==> config.mk <==
export PLATFORM = sky130hd
export DESIGN_NAME = pasc_top
export DESIGN_NICKNAME = d
export VERILOG_FILES = /design/src/hdl/pasc_pkg.sv /design/src/hdl/pasc_top.sv
export VERILOG_INCLUDE_DIRS = /design/src /design/src/hdl
export SDC_FILE = /design/constraint.sdc
export NUM_CORES = 1
export LEC_CHECK = 0
export BUFFER_PORTS_ARGS = -buffer_cell sky130_fd_sc_hd__buf_2
export CELL_PAD_IN_SITES_DETAIL_PLACEMENT = 0
export CELL_PAD_IN_SITES_GLOBAL_PLACEMENT = 2
export CORE_MARGIN = 4
export CORE_UTILIZATION = 38
export CTS_CLUSTER_DIAMETER = 150
export DETAILED_ROUTE_END_ITERATION = 16
export PLACE_DENSITY = 0.87
export SLEW_MARGIN = 10
export SYNTH_ARGS = -nofsm -noshare
export SYNTH_HDL_FRONTEND = slang
export SYNTH_SLANG_ARGS = --single-unit
==> constraint.sdc <==
create_clock -name clk -period 3.6 [get_ports clk]
set_clock_uncertainty 0.1 [all_clocks]
set_input_delay 0.18 -clock clk [delete_from_list [all_inputs] [get_ports clk]]
set_output_delay 0.18 -clock clk [all_outputs]
set_load 0.02 [all_outputs]
==> src/hdl/pasc_params.svh <==
// Purpose: Offsets, field positions, reset values and widths for the
//          auto-shutdown control block.
// Assumes: 8-bit register port, one clock at 125 MHz.
// Notes:   Included by the design file; definitions only.
//
// Summary of operation
// Enabled selected source forces shutdown, status, flag
// Auto-restart resumes PWM once source releases
// Without auto-restart, software clears status to resume
// Control bits four to one read zero
// Override forces shutdown levels, no interrupt flag
// Override ignored while auto-shutdown disabled
// Software setting status acts as hardware event
// Zero duty always off, full duty always on
`ifndef PASC_PARAMS_SVH
`define PASC_PARAMS_SVH

// ==========================================================
// Widths
// ==========================================================
`define PASC_DATA_W 8
`define PASC_ADDR_W 3
`define PASC_NSRC 4
`define PASC_NOUT 2

// ==========================================================
// Register offsets
// ==========================================================
`define PASC_OFS_CONTROL 3'h0
`define PASC_OFS_SOURCE 3'h1
`define PASC_OFS_LEVEL 3'h2
`define PASC_OFS_PERIOD 3'h3
`define PASC_OFS_DUTY 3'h4
`define PASC_OFS_INT_STATUS 3'h5
`define PASC_OFS_INT_MASK 3'h6

// ==========================================================
// Control and interrupt register fields
// ==========================================================
`define PASC_BIT_STATUS 7
`define PASC_BIT_ENABLE 6
`define PASC_BIT_RESTART 5
`define PASC_BIT_OVERRIDE 0
`define PASC_BIT_INT_SHUTDOWN 0

// ==========================================================
// Reset values
// ==========================================================
`define PASC_RST_BYTE 8'h00
`define PASC_RST_PERIOD 8'hff
`define PASC_RST_LEVEL 2'h0

`endif

==> src/hdl/pasc_pkg.sv <==
// Purpose: Types shared by the auto-shutdown control block.
// Assumes: Nothing beyond the parameter header.
// Notes:   Output mode states are one-hot.
package pasc_pkg;

   // ==========================================================
   // Output mode
   // ==========================================================
   typedef enum logic [2:0] {
      PASC_RUN = 3'h1,
      PASC_SHUTDOWN = 3'h2,
      PASC_FORCED = 3'h4
   } pasc_mode_type;

endpackage : pasc_pkg

==> src/hdl/pasc_top.sv <==
// Purpose: PWM generator with auto-shutdown, auto-restart and override.
// Assumes: Shutdown sources are asynchronous pins; register port is on clk.
// Notes:   Read data appear in the cycle after the read strobe.
`include "pasc_params.svh"

module pasc_top
   import pasc_pkg::*;
(
   // Clock and reset
   input wire logic clk,
   input wire logic resetn,
   // Register port
   input wire logic [`PASC_ADDR_W-1:0] reg_addr,
   input wire logic [`PASC_DATA_W-1:0] reg_wdata,
   input wire logic reg_write,
   input wire logic reg_read,
   output logic [`PASC_DATA_W-1:0] reg_rdata,
   // Shutdown sources from pins
   input wire logic [`PASC_NSRC-1:0] shutdown_source,
   // PWM outputs to the switching stage
   output logic [`PASC_NOUT-1:0] pwm_out,
   // Interrupt
   output logic irq
);

   // ==========================================================
   // Registers
   // ==========================================================
   logic shutdown_event_status;
   logic auto_shutdown_enable;
   logic auto_restart_enable;
   logic shutdown_override;
   logic [`PASC_NSRC-1:0] shutdown_source_select;
   logic [`PASC_NOUT-1:0] shutdown_output_level;
   logic [`PASC_DATA_W-1:0] pwm_period;
   logic [`PASC_DATA_W-1:0] pwm_duty;
   logic shutdown_interrupt_flag;
   logic int_mask;

   // ==========================================================
   // Address decode
   // ==========================================================
   wire logic sel_control = (reg_addr == `PASC_OFS_CONTROL);
   wire logic sel_source = (reg_addr == `PASC_OFS_SOURCE);
   wire logic sel_level = (reg_addr == `PASC_OFS_LEVEL);
   wire logic sel_period = (reg_addr == `PASC_OFS_PERIOD);
   wire logic sel_duty = (reg_addr == `PASC_OFS_DUTY);
   wire logic sel_int_status = (reg_addr == `PASC_OFS_INT_STATUS);
   wire logic sel_int_mask = (reg_addr == `PASC_OFS_INT_MASK);

   wire logic wr_control = reg_write && sel_control;
   wire logic wr_source = reg_write && sel_source;
   wire logic wr_level = reg_write && sel_level;
   wire logic wr_period = reg_write && sel_period;
   wire logic wr_duty = reg_write && sel_duty;
   wire logic wr_int_status = reg_write && sel_int_status;
   wire logic wr_int_mask = reg_write && sel_int_mask;

   // ==========================================================
   // Source synchroniser
   // ==========================================================
   logic [`PASC_NSRC-1:0] src_meta;
   logic [`PASC_NSRC-1:0] src_sync;

   // Pins are asynchronous; only src_sync is read by logic
   always_ff @(posedge clk or negedge resetn) begin
      if (!resetn) begin
         src_meta <= '0;
         src_sync <= '0;
      end else begin
         src_meta <= shutdown_source;
         src_sync <= src_meta;
      end
   end

   // Any selected source high at logic one
   wire logic source_hit = |(src_sync & shutdown_source_select);

   // ==========================================================
   // Shutdown status
   // ==========================================================
   // Hardware detection only counts while auto-shutdown is enabled
   wire logic hw_shutdown = auto_shutdown_enable && source_hit;
   // Software write of one behaves like a detected event
   wire logic sw_set = wr_control && reg_wdata[`PASC_BIT_STATUS];
   // Software write of zero clears the status (no auto-restart needed)
   wire logic sw_clear = wr_control && !reg_wdata[`PASC_BIT_STATUS];
   // Auto-restart clears once the source has gone away
   wire logic auto_clear = auto_restart_enable && !source_hit;

   // Set wins over any clear in the same cycle
   wire logic next_shutdown_event_status =
      (hw_shutdown || sw_set) ? 1'b1 :
      (sw_clear || auto_clear) ? 1'b0 :
      shutdown_event_status;

   // Flag raises on entry into shutdown, not on the override
   wire logic shutdown_entry =
      next_shutdown_event_status && !shutdown_event_status;

   always_ff @(posedge clk or negedge resetn) begin
      if (!resetn) begin
         shutdown_event_status <= 1'b0;
      end else begin
         shutdown_event_status <= next_shutdown_event_status;
      end
   end

   // ==========================================================
   // Configuration registers
   // ==========================================================
   always_ff @(posedge clk or negedge resetn) begin
      if (!resetn) begin
         auto_shutdown_enable <= 1'b0;
         auto_restart_enable <= 1'b0;
         shutdown_override <= 1'b0;
      end else if (wr_control) begin
         auto_shutdown_enable <= reg_wdata[`PASC_BIT_ENABLE];
         auto_restart_enable <= reg_wdata[`PASC_BIT_RESTART];
         shutdown_override <= reg_wdata[`PASC_BIT_OVERRIDE];
      end
   end

   always_ff @(posedge clk or negedge resetn) begin
      if (!resetn) begin
         shutdown_source_select <= '0;
      end else if (wr_source) begin
         shutdown_source_select <= reg_wdata[`PASC_NSRC-1:0];
      end
   end

   always_ff @(posedge clk or negedge resetn) begin
      if (!resetn) begin
         shutdown_output_level <= `PASC_RST_LEVEL;
      end else if (wr_level) begin
         shutdown_output_level <= reg_wdata[`PASC_NOUT-1:0];
      end
   end

   always_ff @(posedge clk or negedge resetn) begin
      if (!resetn) begin
         pwm_period <= `PASC_RST_PERIOD;
      end else if (wr_period) begin
         pwm_period <= reg_wdata;
      end
   end

   always_ff @(posedge clk or negedge resetn) begin
      if (!resetn) begin
         pwm_duty <= `PASC_RST_BYTE;
      end else if (wr_duty) begin
         pwm_duty <= reg_wdata;
      end
   end

   // ==========================================================
   // Interrupt status and mask
   // ==========================================================
   // Write one to clear; a new entry in the same cycle wins
   wire logic int_clear = wr_int_status && reg_wdata[`PASC_BIT_INT_SHUTDOWN];
   wire logic next_shutdown_interrupt_flag =
      shutdown_entry ? 1'b1 :
      int_clear ? 1'b0 :
      shutdown_interrupt_flag;

   always_ff @(posedge clk or negedge resetn) begin
      if (!resetn) begin
         shutdown_interrupt_flag <= 1'b0;
      end else begin
         shutdown_interrupt_flag <= next_shutdown_interrupt_flag;
      end
   end

   always_ff @(posedge clk or negedge resetn) begin
      if (!resetn) begin
         int_mask <= 1'b0;
      end else if (wr_int_mask) begin
         int_mask <= reg_wdata[`PASC_BIT_INT_SHUTDOWN];
      end
   end

   always_ff @(posedge clk or negedge resetn) begin
      if (!resetn) begin
         irq <= 1'b0;
      end else begin
         irq <= next_shutdown_interrupt_flag && int_mask;
      end
   end

   // ==========================================================
   // PWM time base
   // ==========================================================
   logic [`PASC_DATA_W-1:0] pwm_count;
   wire logic period_end = (pwm_count >= pwm_period);
   wire logic [`PASC_DATA_W-1:0] next_pwm_count =
      period_end ? '0 : pwm_count + 8'h01;

   always_ff @(posedge clk or negedge resetn) begin
      if (!resetn) begin
         pwm_count <= '0;
      end else begin
         pwm_count <= next_pwm_count;
      end
   end

   // Zero duty never turns on; duty above period never turns off
   wire logic duty_off = (pwm_duty == 8'h00);
   wire logic duty_full = (pwm_duty > pwm_period);
   wire logic pwm_on =
      duty_off ? 1'b0 :
      duty_full ? 1'b1 :
      (next_pwm_count < pwm_duty);

   // ==========================================================
   // Output mode
   // ==========================================================
   pasc_mode_type mode;
   pasc_mode_type next_mode;

   // Override only counts with auto-shutdown enabled
   wire logic override_active = auto_shutdown_enable && shutdown_override;

   always_comb begin
      case (1'b1)
         next_shutdown_event_status: next_mode = PASC_SHUTDOWN;
         override_active: next_mode = PASC_FORCED;
         default: next_mode = PASC_RUN;
      endcase
   end

   always_ff @(posedge clk or negedge resetn) begin
      if (!resetn) begin
         mode <= PASC_RUN;
      end else begin
         mode <= next_mode;
      end
   end

   // Complementary pair in normal running
   wire logic [`PASC_NOUT-1:0] run_level = {~pwm_on, pwm_on};
   logic [`PASC_NOUT-1:0] next_pwm_out;

   always_comb begin
      case (next_mode)
         PASC_SHUTDOWN: next_pwm_out = shutdown_output_level;
         PASC_FORCED: next_pwm_out = shutdown_output_level;
         PASC_RUN: next_pwm_out = run_level;
         default: next_pwm_out = shutdown_output_level;
      endcase
   end

   always_ff @(posedge clk or negedge resetn) begin
      if (!resetn) begin
         pwm_out <= `PASC_RST_LEVEL;
      end else begin
         pwm_out <= next_pwm_out;
      end
   end

   // ==========================================================
   // Read path
   // ==========================================================
   // Bits four to one of control are not stored and read zero
   wire logic [`PASC_DATA_W-1:0] control_view = {
      shutdown_event_status,
      auto_shutdown_enable,
      auto_restart_enable,
      4'h0,
      shutdown_override
   };

   logic [`PASC_DATA_W-1:0] read_mux;

   always_comb begin
      read_mux = '0;
      case (reg_addr)
         `PASC_OFS_CONTROL: read_mux = control_view;
         `PASC_OFS_SOURCE: read_mux = {4'h0, shutdown_source_select};
         `PASC_OFS_LEVEL: read_mux = {6'h00, shutdown_output_level};
         `PASC_OFS_PERIOD: read_mux = pwm_period;
         `PASC_OFS_DUTY: read_mux = pwm_duty;
         `PASC_OFS_INT_STATUS: read_mux = {7'h00, shutdown_interrupt_flag};
         `PASC_OFS_INT_MASK: read_mux = {7'h00, int_mask};
         default: read_mux = '0;
      endcase
   end

   // Data stand only in the cycle after the strobe
   always_ff @(posedge clk or negedge resetn) begin
      if (!resetn) begin
         reg_rdata <= '0;
      end else if (reg_read) begin
         reg_rdata <= read_mux;
      end else begin
         reg_rdata <= '0;
      end
   end

endmodule : pasc_top

# Yosys cells after proc, flatten, opt, wreduce, memory -nomap -nowiden
# Index checks and enable logic that the tools add are counted.
# Widths: inputs -> output; s select.
[totals] in_bits=19 out_inout_bits=11 wordCells=64 regBits=55
[op_classes] addsub=1 n_reduce_logical=23 mux=12 eq_ne=7 n_lt_le_gt_ge=3 n_bitwise=2
[ops] operator="$pmux 8 s7" n=1
[ops] operator="$mux 8" n=2
[ops] operator="$logic_and 1x1->1" n=15
[ops] operator="$eq 3x3->1 const B" n=3
[ops] operator="$add 8x1->8 const B" n=1
[ops] operator="$ge 8x8->1" n=1
[ops] operator="$gt 8x8->1" n=1
[ops] operator="$logic_not 8->1" n=1
[ops] operator="$lt 8x8->1" n=1
[ops] operator="$eq 3x1->1 const B" n=2
[ops] operator="$eq 3x2->1 const B" n=2
[ops] operator="$mux 1" n=6
[ops] operator="$mux 3" n=2
[ops] operator="$and 4x4->4" n=1
[ops] operator="$reduce_or 4->1" n=1
[ops] operator="$logic_not 1->1" n=3
[ops] operator="$logic_not 3->1" n=1
[ops] operator="$logic_or 1x1->1" n=2
[ops] operator="$mux 2" n=1
[ops] operator="$not 1->1" n=1

# Logic depth before layout (Yosys ltp)
# Gate-level depths: netlist of run 1.
[logic_depth] word_depth=10 mapped_depth=12 ltp_nobuf=12

# Worst setup path after synthesis of run 1
# Ideal clock, no wire load.
[synth_path] path_kind="register to register" startpoint="register pwm_period[6]" endpoint="register pwm_out[1]" arrival_time_ps=2551 setup_ps=118 path_slack_ps=831 stages_incl_launch_ff=13 required_time_ps=3382 n_path_buf=0 synth_period_minus_slack_ps=2769 path_cell_list="dfstp_2 > inv_1 > ha_1 > a21o_1 > a221oi_1 > o21ai_1 > nor2_1 > ha_1 > a21oi_1 > o21ai_0 > nor2_1 > a21oi_2 > a21o_1"
[synth_via] elab_chain_len=7 word_cells_on_any_way=8 classes_between="order compare: 3; mux: 4; bitwise: 1"
[synth_lines] item="start: declaration" line="pasc_top.sv:35" rtl="logic [`PASC_DATA_W-1:0] pwm_period;"
[synth_lines] item="start signal: assignment" line="pasc_top.sv:142" rtl="pwm_period <= `PASC_RST_PERIOD;"
[synth_lines] item="start signal: assignment" line="pasc_top.sv:144" rtl="pwm_period <= reg_wdata;"
[synth_lines] item="$ge 8x8->1" line="pasc_top.sv:194" rtl="wire logic period_end = (pwm_count >= pwm_period);"
[synth_lines] item="$mux 8" line="pasc_top.sv:196" rtl="period_end ? '0 : pwm_count + 8'h01;"
[synth_lines] item="via next_pwm_count[7]" line="pasc_top.sv:195" rtl="wire logic [`PASC_DATA_W-1:0] next_pwm_count ="
[synth_lines] item="$lt 8x8->1" line="pasc_top.sv:212" rtl="(next_pwm_count < pwm_duty);"
[synth_lines] item="$mux 1" line="pasc_top.sv:211" rtl="duty_full ? 1'b1 :"
[synth_lines] item="$mux 1" line="pasc_top.sv:210" rtl="duty_off ? 1'b0 :"
[synth_lines] item="$not 1->1" line="pasc_top.sv:240" rtl="wire logic [`PASC_NOUT-1:0] run_level = {~pwm_on, pwm_on};"
[synth_lines] item="$mux 2" line="pasc_top.sv:244" rtl="case (next_mode)"
[synth_lines] item="via next_pwm_out[1]" line="pasc_top.sv:241" rtl="logic [`PASC_NOUT-1:0] next_pwm_out;"
[synth_lines] item="end signal: assignment" line="pasc_top.sv:254" rtl="pwm_out <= `PASC_RST_LEVEL;"
[synth_lines] item="end signal: assignment" line="pasc_top.sv:256" rtl="pwm_out <= next_pwm_out;"
[synth_lines] item="end: declaration" line="pasc_top.sv:21" rtl="output logic [`PASC_NOUT-1:0] pwm_out,"
# The timed path passes the listed nets, and every way through them passes these cells.
# A chain may end at the register's enable or synchronous reset.

# Worst setup path after layout of run 1
# Same ends and word-level chain as after synthesis.

==> results of run 1 <==
critical path, stage by stage, from the launching register on:
cell and delay (ns):
dfstp_2 0.55, inv_1 0.06, ha_1 0.30, a21o_1 0.18, a221oi_1 0.27, o21ai_1 0.10, buf_4 0.18, nor2_1 0.15
ha_1 0.27, a21oi_1 0.14, o21ai_0 0.12, nor2_1 0.15, a21oi_2 0.08, a21o_1 0.18
sequential cells by signal, indices dropped and copies added, names as in the netlist, 4 cells and up:
register,cells
reg_rdata,8
pwm_count,8
src_sync,4
pwm_period,8
src_meta,4
shutdown_source_select,4
pwm_duty,8
cells by family after synthesis:
kind of cell	after synthesis	share of synthesized area, %
compound gates	58	13.3
xor+xnor	6	1.84
fa+ha+maj	24	10.5
buf+inv	30	4.24
flops	55	48.4
mux	21	8.13
simple gates	77	13.6
metal layers:
metal | GRT usage (%) | routed length [um]
met5 | 0 | 0
met4 | 4.57 | 89
met3 | 2.39 | 206
met2 | 24.0 | 2960
met1 | 22.5 | 3240
stage by stage:
| step | setup WS (ns) | hold WS, ns |
|---|---|---|
| 6_report | 0.667 | 0.0109 |
| 3_5_place_dp | 0.660 | 0.125 |
| 5_1_grt | 0.467 | 0.0216 |
| 3_3_place_gp | 0.752 | 0.116 |
| 2_1_floorplan | 0.831 | -0.216 |
| 4_1_cts | 0.641 | 0.00560 |
final timing paths:
check,startpoint,endpoint,slack (ns),cells past startpoint
max,pwm_period[6],pwm_out[1],0.67,13
min,reg_wdata[6],auto_shutdown_enable,0.01,3
max reg2reg,pwm_period[6],pwm_out[1],0.67,13
min reg2reg,src_meta[1],src_sync[1],0.26,0
max in group asynchronous,resetn,pwm_period[7],2.26,3
min in group asynchronous,resetn,shutdown_output_level[0],0.30,2
power groups by stage:
stage	clock network [uW]	registers, uW	logic [uW]
floorplan	0	876	496
finish	360	887	699
global placement	0	899	686
global route	399	906	809
detailed placement	0	898	696
CTS	377	887	707
cell usage in the layout (no fill, tap or decap), drive strengths merged, types with 3 or more instances in the layout:
| cell type | instances |
|---|---|
| a21o | 8 |
| a21oi | 13 |
| a22o | 5 |
| a22oi | 9 |
| a31oi | 4 |
| and3 | 5 |
| buf | 31 |
| clkbuf | 5 |
| dfrtp | 47 |
| dfstp | 8 |
| dlygate4sd3 | 7 |
| ha | 24 |
| inv | 24 |
| mux2 | 18 |
| mux2i | 3 |
| nand2 | 27 |
| nand3 | 6 |
| nand4 | 3 |
| nor2 | 15 |
| nor2b | 10 |
| o21ai | 13 |
| xnor2 | 3 |
| xor2 | 3 |
cell type report:
class                           instances  share of cell area (%)
Clock inverter                          3                   0.802
Multi-Input combinational cell        186                    41.4
Clock buffer                            5                    2.10
Inverter                               22                    2.52
Sequential cell                        55                    42.3
Tap cell                               99                    3.78
Timing Repair Buffer                   38                    7.03
timing repair:
action,in CTS,in global routing
hold endpoints to repair,28,0
gates resized for setup,0,0
hold buffers,7,0
==> impl_metrics.py, run 1 <==
metrics = {
    "worst_setup_path": {
        "required_ns": 3.71,
        "path_max_fanout": 9,
        "crit_arrival_ns": 3.05,
        "worst-setup-path-type": "reg -> reg",
        "setup.worst_path.start_class": "register",
        "cp-end-kind": "register",
    },
    "pwr": {
        "ir_worst_vdd_uv": 233,
        "powerDensity_mw_per_mm2": 594,
        "p_leak_uw": 0.00159,
        "p_sw_uw": 723,
        "combPwrFrac_pct": 35.9,
        "p_clk_share_pct": 18.5,
        "finalPower_uw": 1950,
        "seqPwrFrac_pct": 45.6,
        "switching_share_pct": 37.2,
        "p_int_uw": 1220,
    },
    "clocking": {
        "clock_latency_ns": 0.32,
        "cts_setup_buffers": 0,
        "cts_buffers": 5,
        "htree_levels": 2,
        "cts_tree": "done",
        "cts_root_buf": "clkbuf_8",
        "clkSinkCount": 55,
        "clkSlewWorstSetupHoldPaths_ns": 0.10,
        "cts_buffer_depth": 2,
    },
    "sta": {
        "period_needed_ns": 2.93,
        "max_slew_margin_pct": 56.8,
        "rsz0062_at_grt": "false",
        "tns_ns": 0,
        "clock.fmax_ghz": 0.341,
        "tightest_slew_ns": 0.646,
        "finalMaxSlewViolations": 0,
        "hold_viol": 0,
        "finalSetupViolCount": 0,
        "fin_crit_sh_pct": 81.5,
    },
    "floorplan": {
        "initial_utilization_pct": 39.3,
        "fp-row-count": 31,
        "die_y_um": 94.8,
        "die_w_um": 94.8,
        "coreArea_mm2": 0.00729,
        "io_pins": 30,
        "dieArea_mm2": 0.00899,
    },
    "yosys": {
        "syn_inst": 271,
        "postSynthAreaPerCell_um2": 10.6,
        "synthFlopType": "dfrtp_1",
        "postSynthNetCount": 314,
        "yosysTopAreaCellShare_pct": 41.1,
        "synthTopCellsByCount": "dfrtp_1 (47), nand2_1 (27), ha_1 (24)",
        "synth-seq-cells": 55,
        "netlist_area_mm2": 0.00286,
        "synth.most_common_cell": "dfrtp_1",
        "yosys.area.top_type": "dfrtp_1",
        "async_flop_share_pct": 100,
        "synth_edf_count": 0,
        "synth.area.top_cells": "dfrtp_1 (41%), ha_1 (10%), dfstp_2 (7.3%)",
        "seq_area_frac_synth_pct": 48.4,
        "yosysUniqueCellTypes": 41,
        "ys.warnings.count": 0,
    },
    "job": {
        "maxCapViolCount": 0,
    },
    "placed_design": {
        "dpl-instance-area_mm2": 0.00311,
        "dp.cells": 393,
        "place_congestion": 0.805,
        "place_hpwl_um": 4980,
        "port_buffers": 29,
    },
    "grt": {
        "grt_antenna_before_repair": 0,
        "grt_max_degree": 30,
        "grt_overflow": 0,
        "grt_pass1_vias": 2072,
        "grt_pass1_wl_um": 10500,
        "gr-usage-all-layers_pct": 15.5,
    },
    "layout": {
        "fill_cells": 746,
        "multi_input_comb_area_mm2": 0.00136,
        "final_nets": 351,
        "regArea_mm2": 0.00139,
        "drive_above_1_share_pct": 22.0,
        "instances_no_fill": 408,
        "finalInstanceArea_mm2": 0.00327,
        "n_antenna_cell": 0,
        "final_core_util_pct": 44.9,
        "area_growth_pct": 14.3,
    },
    "detailed_routing": {
        "drtAntennaViolNets": 0,
        "wl_per_cell_um": 15.9,
        "viasPerCell": 5.07,
        "drtIter0Drc": 79,
        "vias": 2069,
        "wirelength_um": 6490,
        "drc": 0,
        "first_pass_iters": 4,
    },
    "run_status": {
        "status": "finished, final reports clean",
    },
    "worst_hold_path": {
        "hold_path_class": "in -> reg",
    },
}
No activity file was read; power rests on OpenSTA's default activity.
==> inputs of run 2 (changes only) <==
==> constraint.sdc (replaced) <==
create_clock -name clk -period 2.9 [get_ports clk]
set_clock_uncertainty 0.1 [all_clocks]
set_input_delay 0.145 -clock clk [delete_from_list [all_inputs] [get_ports clk]]
set_output_delay 0.145 -clock clk [all_outputs]
set_load 0.02 [all_outputs]
==> impl_metrics.py, run 2 (synthesized netlist as in run 1, its figures left out) <==
metrics = {
    "pwr": {
        "p_leak_uw": 0.00169,
        "finalPower_uw": 2810,
        "ir_worst_vdd_uv": 298,
        "powerDensity_mw_per_mm2": 782,
    },
    "worst_setup_path": {
        "setup.worst_path.start_class": "register",
        "crit_chain": "inv_1, ha_1, a21o_1, a31oi_1, o21ai_4, buf_6, nor2_4, ha_2, nor3_2, o21bai_1, a21oi_2, a21oi_2, a21o_1",
        "cp-end-kind": "register",
        "crit_family": "compound AO/OA/AOI/OAI gates",
        "crit_buf_inv": 2,
        "crit_arrival_ns": 2.97,
        "max_stage_delay_ns": 0.54,
        "worst-setup-path-type": "reg -> reg",
        "path_max_fanout": 6,
        "required_ns": 3.01,
        "slowest_stage": "dfstp_2",
    },
    "clocking": {
        "clkSlewWorstSetupHoldPaths_ns": 0.10,
        "cts_buffers": 5,
        "clock_latency_ns": 0.31,
        "cts_tree": "done",
        "cts_root_buf": "clkbuf_8",
        "cts_buffer_depth": 2,
        "htree_levels": 2,
        "clkSinkCount": 55,
    },
    "placed_design": {
        "pre_cts_ws_ns": -0.147,
        "dpl-instance-area_mm2": 0.00315,
        "place_hpwl_um": 5010,
        "port_buffers": 29,
        "place_congestion": 0.814,
        "dp.cells": 399,
    },
    "layout": {
        "instances_no_fill": 425,
        "area_growth_pct": 25.6,
        "final_core_util_pct": 49.3,
        "n_antenna_cell": 0,
        "drive_above_1_share_pct": 32.2,
        "layout_common_cells": "dfrtp_1 (47), buf_2 (29), nand2_1 (26), inv_1 (22), ha_1 (19)",
        "fill_cells": 687,
        "final_nets": 368,
        "finalInstanceArea_mm2": 0.00360,
        "mostFrequentLayoutCell": "dfrtp_1",
    },
    "detailed_routing": {
        "drtAntennaViolNets": 0,
        "drtIter0Drc": 89,
        "vias": 2150,
        "viasPerCell": 5.06,
        "wl_per_cell_um": 16.1,
        "wirelength_um": 6850,
        "first_pass_iters": 4,
        "drc": 0,
    },
    "sta": {
        "hold_viol": 0,
        "setup_ws_ns": 0.0393,
        "period_needed_ns": 2.86,
        "fin_crit_sh_pct": 98.6,
        "finalMaxSlewViolations": 0,
        "tightest_slew_ns": 0.623,
        "finalSetupViolCount": 0,
        "max_slew_margin_pct": 58.4,
        "clock.fmax_ghz": 0.350,
    },
    "grt": {
        "grt_max_degree": 30,
        "grt_pass1_vias": 2149,
        "grt_antenna_before_repair": 0,
        "grt_overflow": 0,
        "grt_pass1_wl_um": 10900,
        "gr-usage-all-layers_pct": 15.6,
    },
    "floorplan": {
        "die_y_um": 94.8,
        "die_w_um": 94.8,
        "coreArea_mm2": 0.00729,
        "io_pins": 30,
        "dieArea_mm2": 0.00899,
        "initial_utilization_pct": 39.3,
        "fp-row-count": 31,
    },
    "job": {
        "maxCapViolCount": 0,
    },
    "run_status": {
        "status": "finished, final reports clean",
    },
    "worst_hold_path": {
        "hold_path_class": "in -> reg",
    },
}
[run 2: cell count changes in the layout (fill, tap and decap cells not counted), sizes merged]
cell         before  now
buf              31   44
bufinv            0    1
clkinv            1    0
clkinvlp          0    1
dlygate4sd3       7   11
inv              24   23
[run 2: worst register-to-register path, delay by kind of cell, from the launching register on]
family	cells	cell delay [ns]
and+or+nand+nor	2	0.22
adders and majority gates	2	0.59
AOI/OAI and AO/OA	7	1.07
DFF	1	0.54
buffers and inverters	2	0.23
[run 2: what timing repair did]
action	in CTS	in global routing
hold buffers	11	0
endpoints found under the setup margin	2	2
gates cloned	0	0
buffers inserted	5	2
pin swaps	2	13
endpoints found under the hold margin	37	0
resized for setup	2	31
[run 2: worst paths after layout]
check / startpoint / to / slack (ns) / depth (start not counted)
min in group asynchronous: resetn / pwm_count[0] / 0.26 / 2
setup / recovery: pwm_period[2] / pwm_out[1] / 0.04 / 13
max in group asynchronous: resetn / pwm_period[0] / 1.61 / 3
setup reg to reg: pwm_period[2] / pwm_out[1] / 0.04 / 13
hold / removal: reg_wdata[7] / pwm_duty[7] / 0.01 / 3
hold reg to reg: src_meta[0] / src_sync[0] / 0.26 / 0
[run 2: layout make-up]
class / instances / area [um2] / area share (%)
tap: 99 / 124 / 3.44
multi-input combinational: 186 / 1510 / 42.1
clock buffer: 5 / 68.8 / 1.91
sequential: 55 / 1390 / 38.5
timing repair buffer: 55 / 375 / 10.4
inverter: 22 / 82.6 / 2.30
clock inverter: 3 / 46.3 / 1.29
[run 2: metrics by stage]
| stage | hold slack, ns | TNS, ns |
|---|---|---|
| floorplan | -0.251 | 0 |
| global placement | 0.0963 | -0.293 |
| detailed placement | 0.0960 | -0.223 |
| CTS | 0.00820 | 0 |
| global route | 0.0268 | -0.0763 |
| finish | 0.0109 | 0 |
[run 2: metal layers]
| layer | GRT usage [%] | vias up | wire, um |
|---|---|---|---|
| li1 | - | 1068 | - |
| met1 | 22.3 | 1031 | 3320 |
| met2 | 24.9 | 42 | 3250 |
| met3 | 2.55 | 9 | 172 |
| met4 | 3.73 | 0 | 107 |
| met5 | 0 | - | 0 |
[run 2: report_power, final]
part	internal, uW	leakage (uW)	switching (uW)	total (uW)
sequential	946	0.000667	144	1090
combinational	568	0.000971	631	1200
clock	260	0.0000548	263	524
==> inputs of run 3 (changes only) <==
--- a/config.mk
+++ b/config.mk
@@ -13,7 +13,7 @@
 export CORE_UTILIZATION = 38
 export CTS_CLUSTER_DIAMETER = 150
 export DETAILED_ROUTE_END_ITERATION = 16
-export PLACE_DENSITY = 0.87
+export PLACE_DENSITY = 0.78
 export SLEW_MARGIN = 10
 export SYNTH_ARGS = -nofsm -noshare
 export SYNTH_HDL_FRONTEND = slang
==> impl_metrics.py, run 3 (synthesized netlist as in run 1, its figures left out) <==
metrics = {
    "run_status": {
        "status": "finished, final reports clean",
    },
    "layout": {
        "final_core_util_pct": 49.2,
        "multi_input_comb_area_mm2": 0.00153,
        "fill_cells": 710,
        "regArea_mm2": 0.00139,
        "area_growth_pct": 25.3,
        "layout_common_cells": "dfrtp_1 (47), buf_2 (29), nand2_1 (27), ha_1 (21), inv_1 (20)",
        "n_antenna_cell": 0,
        "drive_above_1_share_pct": 31.8,
        "final_nets": 369,
        "instances_no_fill": 426,
        "mostFrequentLayoutCell": "dfrtp_1",
    },
    "detailed_routing": {
        "dr_wl_met2_um": 3120,
        "drtAntennaViolNets": 0,
        "wl_met3_um": 253,
        "drtIter0Drc": 85,
        "top_layer": "met4",
        "wl_per_cell_um": 16.3,
        "wirelength_um": 6930,
        "viasPerCell": 4.98,
        "first_pass_iters": 4,
        "drc": 0,
        "wirelength_met1_um": 3500,
        "vias": 2120,
    },
    "clocking": {
        "cts_buffers": 5,
        "clock_latency_ns": 0.31,
        "clkSlewWorstSetupHoldPaths_ns": 0.11,
        "cts_root_buf": "clkbuf_8",
        "cts_buffer_depth": 2,
        "cts_tree": "done",
        "clkSinkCount": 55,
        "htree_levels": 2,
    },
    "grt": {
        "grt_pass1_wl_um": 11100,
        "grt_antenna_before_repair": 0,
        "grt_pass1_vias": 2147,
        "grt_max_degree": 56,
        "gr-usage-all-layers_pct": 16.1,
        "grt_overflow": 0,
    },
    "floorplan": {
        "io_pins": 30,
        "fp-row-count": 31,
        "die_y_um": 94.8,
        "coreArea_mm2": 0.00729,
        "die_w_um": 94.8,
        "dieArea_mm2": 0.00899,
        "initial_utilization_pct": 39.3,
    },
    "placed_design": {
        "port_buffers": 29,
        "dp.cells": 404,
        "pre_cts_ws_ns": -0.179,
        "place_hpwl_um": 5080,
        "place_congestion": 0.772,
    },
    "pwr": {
        "combPwrFrac_pct": 43.3,
        "powerDensity_mw_per_mm2": 759,
        "ir_worst_vdd_uv": 303,
        "p_clk_share_pct": 16.7,
        "p_sw_uw": 1050,
        "switching_share_pct": 38.7,
        "seqPwrFrac_pct": 39.9,
        "p_int_uw": 1670,
        "p_leak_uw": 0.00169,
    },
    "sta": {
        "max_slew_margin_pct": 53.4,
        "clock.fmax_ghz": 0.357,
        "period_needed_ns": 2.80,
        "finalSetupViolCount": 0,
        "hold_viol": 0,
        "whs_ns": 0.0155,
        "tightest_slew_ns": 0.699,
        "finalMaxSlewViolations": 0,
        "fin_crit_sh_pct": 96.6,
        "setup_ws_ns": 0.0973,
    },
    "job": {
        "maxCapViolCount": 0,
    },
    "worst_setup_path": {
        "path_max_fanout": 5,
        "setup.worst_path.start_class": "register",
        "crit_arrival_ns": 2.91,
        "cp-end-kind": "register",
        "required_ns": 3.01,
        "worst-setup-path-type": "reg -> reg",
    },
    "worst_hold_path": {
        "hold_path_class": "in -> reg",
    },
}
run 3: cell count changes in the layout (fill, tap and decap cells not counted), moves of 2 or more:
| cell | delta |
|---|---|
| a21oi_1 | -2 |
| a21oi_2 | +2 |
| clkinv_4 | +2 |
| ha_1 | +2 |
| inv_1 | -2 |
| inv_2 | +2 |
| nor2_1 | +2 |
| nor2_2 | -2 |
run 3: timing repair:
item,4_1_cts,5_1_grt
endpoints found under the setup margin,2,2
pin swaps,2,10
hold endpoints to repair,58,0
hold buffers,11,0
cloned,1,0
buffers inserted,0,2
gates resized for setup,6,29
run 3: path summary, 6_finish.rpt:
path                       cells after the start                       end  slack, ns     startpoint
min reg2reg                                    0               src_sync[3]       0.26    src_meta[3]
min                                            2              reg_rdata[0]       0.02       reg_read
min in group asynchronous                      3     shutdown_event_status       0.39         resetn
max                                           12                pwm_out[1]        0.1  pwm_period[7]
max in group asynchronous                      3  shutdown_output_level[0]       1.85         resetn
max reg2reg                                   12                pwm_out[1]        0.1  pwm_period[7]
run 3: per-layer routing:
layer | GRT usage [%] | vias up
met4 | 3.61 | 0
met5 | 0 | -
li1 | - | 1072
met2 | 24.2 | 35
met3 | 3.27 | 7
met1 | 23.9 | 1006
run 3: power groups by stage:
stage	clock, uW	combinational (uW)	sequential (uW)
finish	456	1180	1090
global route	508	1340	1110
CTS	465	985	1080
detailed placement	0	938	1100
global placement	0	929	1100
floorplan	0	616	1090
run 3: critical path, stage by stage, from the launching register on:
cell and delay (ns):
dfstp_2 0.54, inv_1 0.07, ha_4 0.26, and3_4 0.19, a221oi_4 0.31, o21ai_4 0.16
nor2_4 0.14, ha_1 0.27, a21oi_2 0.16, o21ai_2 0.08, nor2_1 0.13, a21oi_2 0.08
a21o_1 0.18
run 3: through the flow:
step,cell area (um2),total power (uW),TNS (ns)
global route,3590,2960,-0.0193
CTS,3420,2530,0
finish,3590,2730,0
floorplan,2860,1700,0
global placement,3190,2030,-0.285
detailed placement,3190,2030,-0.344
run 3: final cells by class:
type                    instances  area share [%]
flip-flops and latches         55            38.6
well taps                      99            3.45
repair buffers                 55            10.4
inverters                      22            2.30
clock inverters                 3           0.802
clock buffers                   5            1.92
multi-input cells             187            42.5
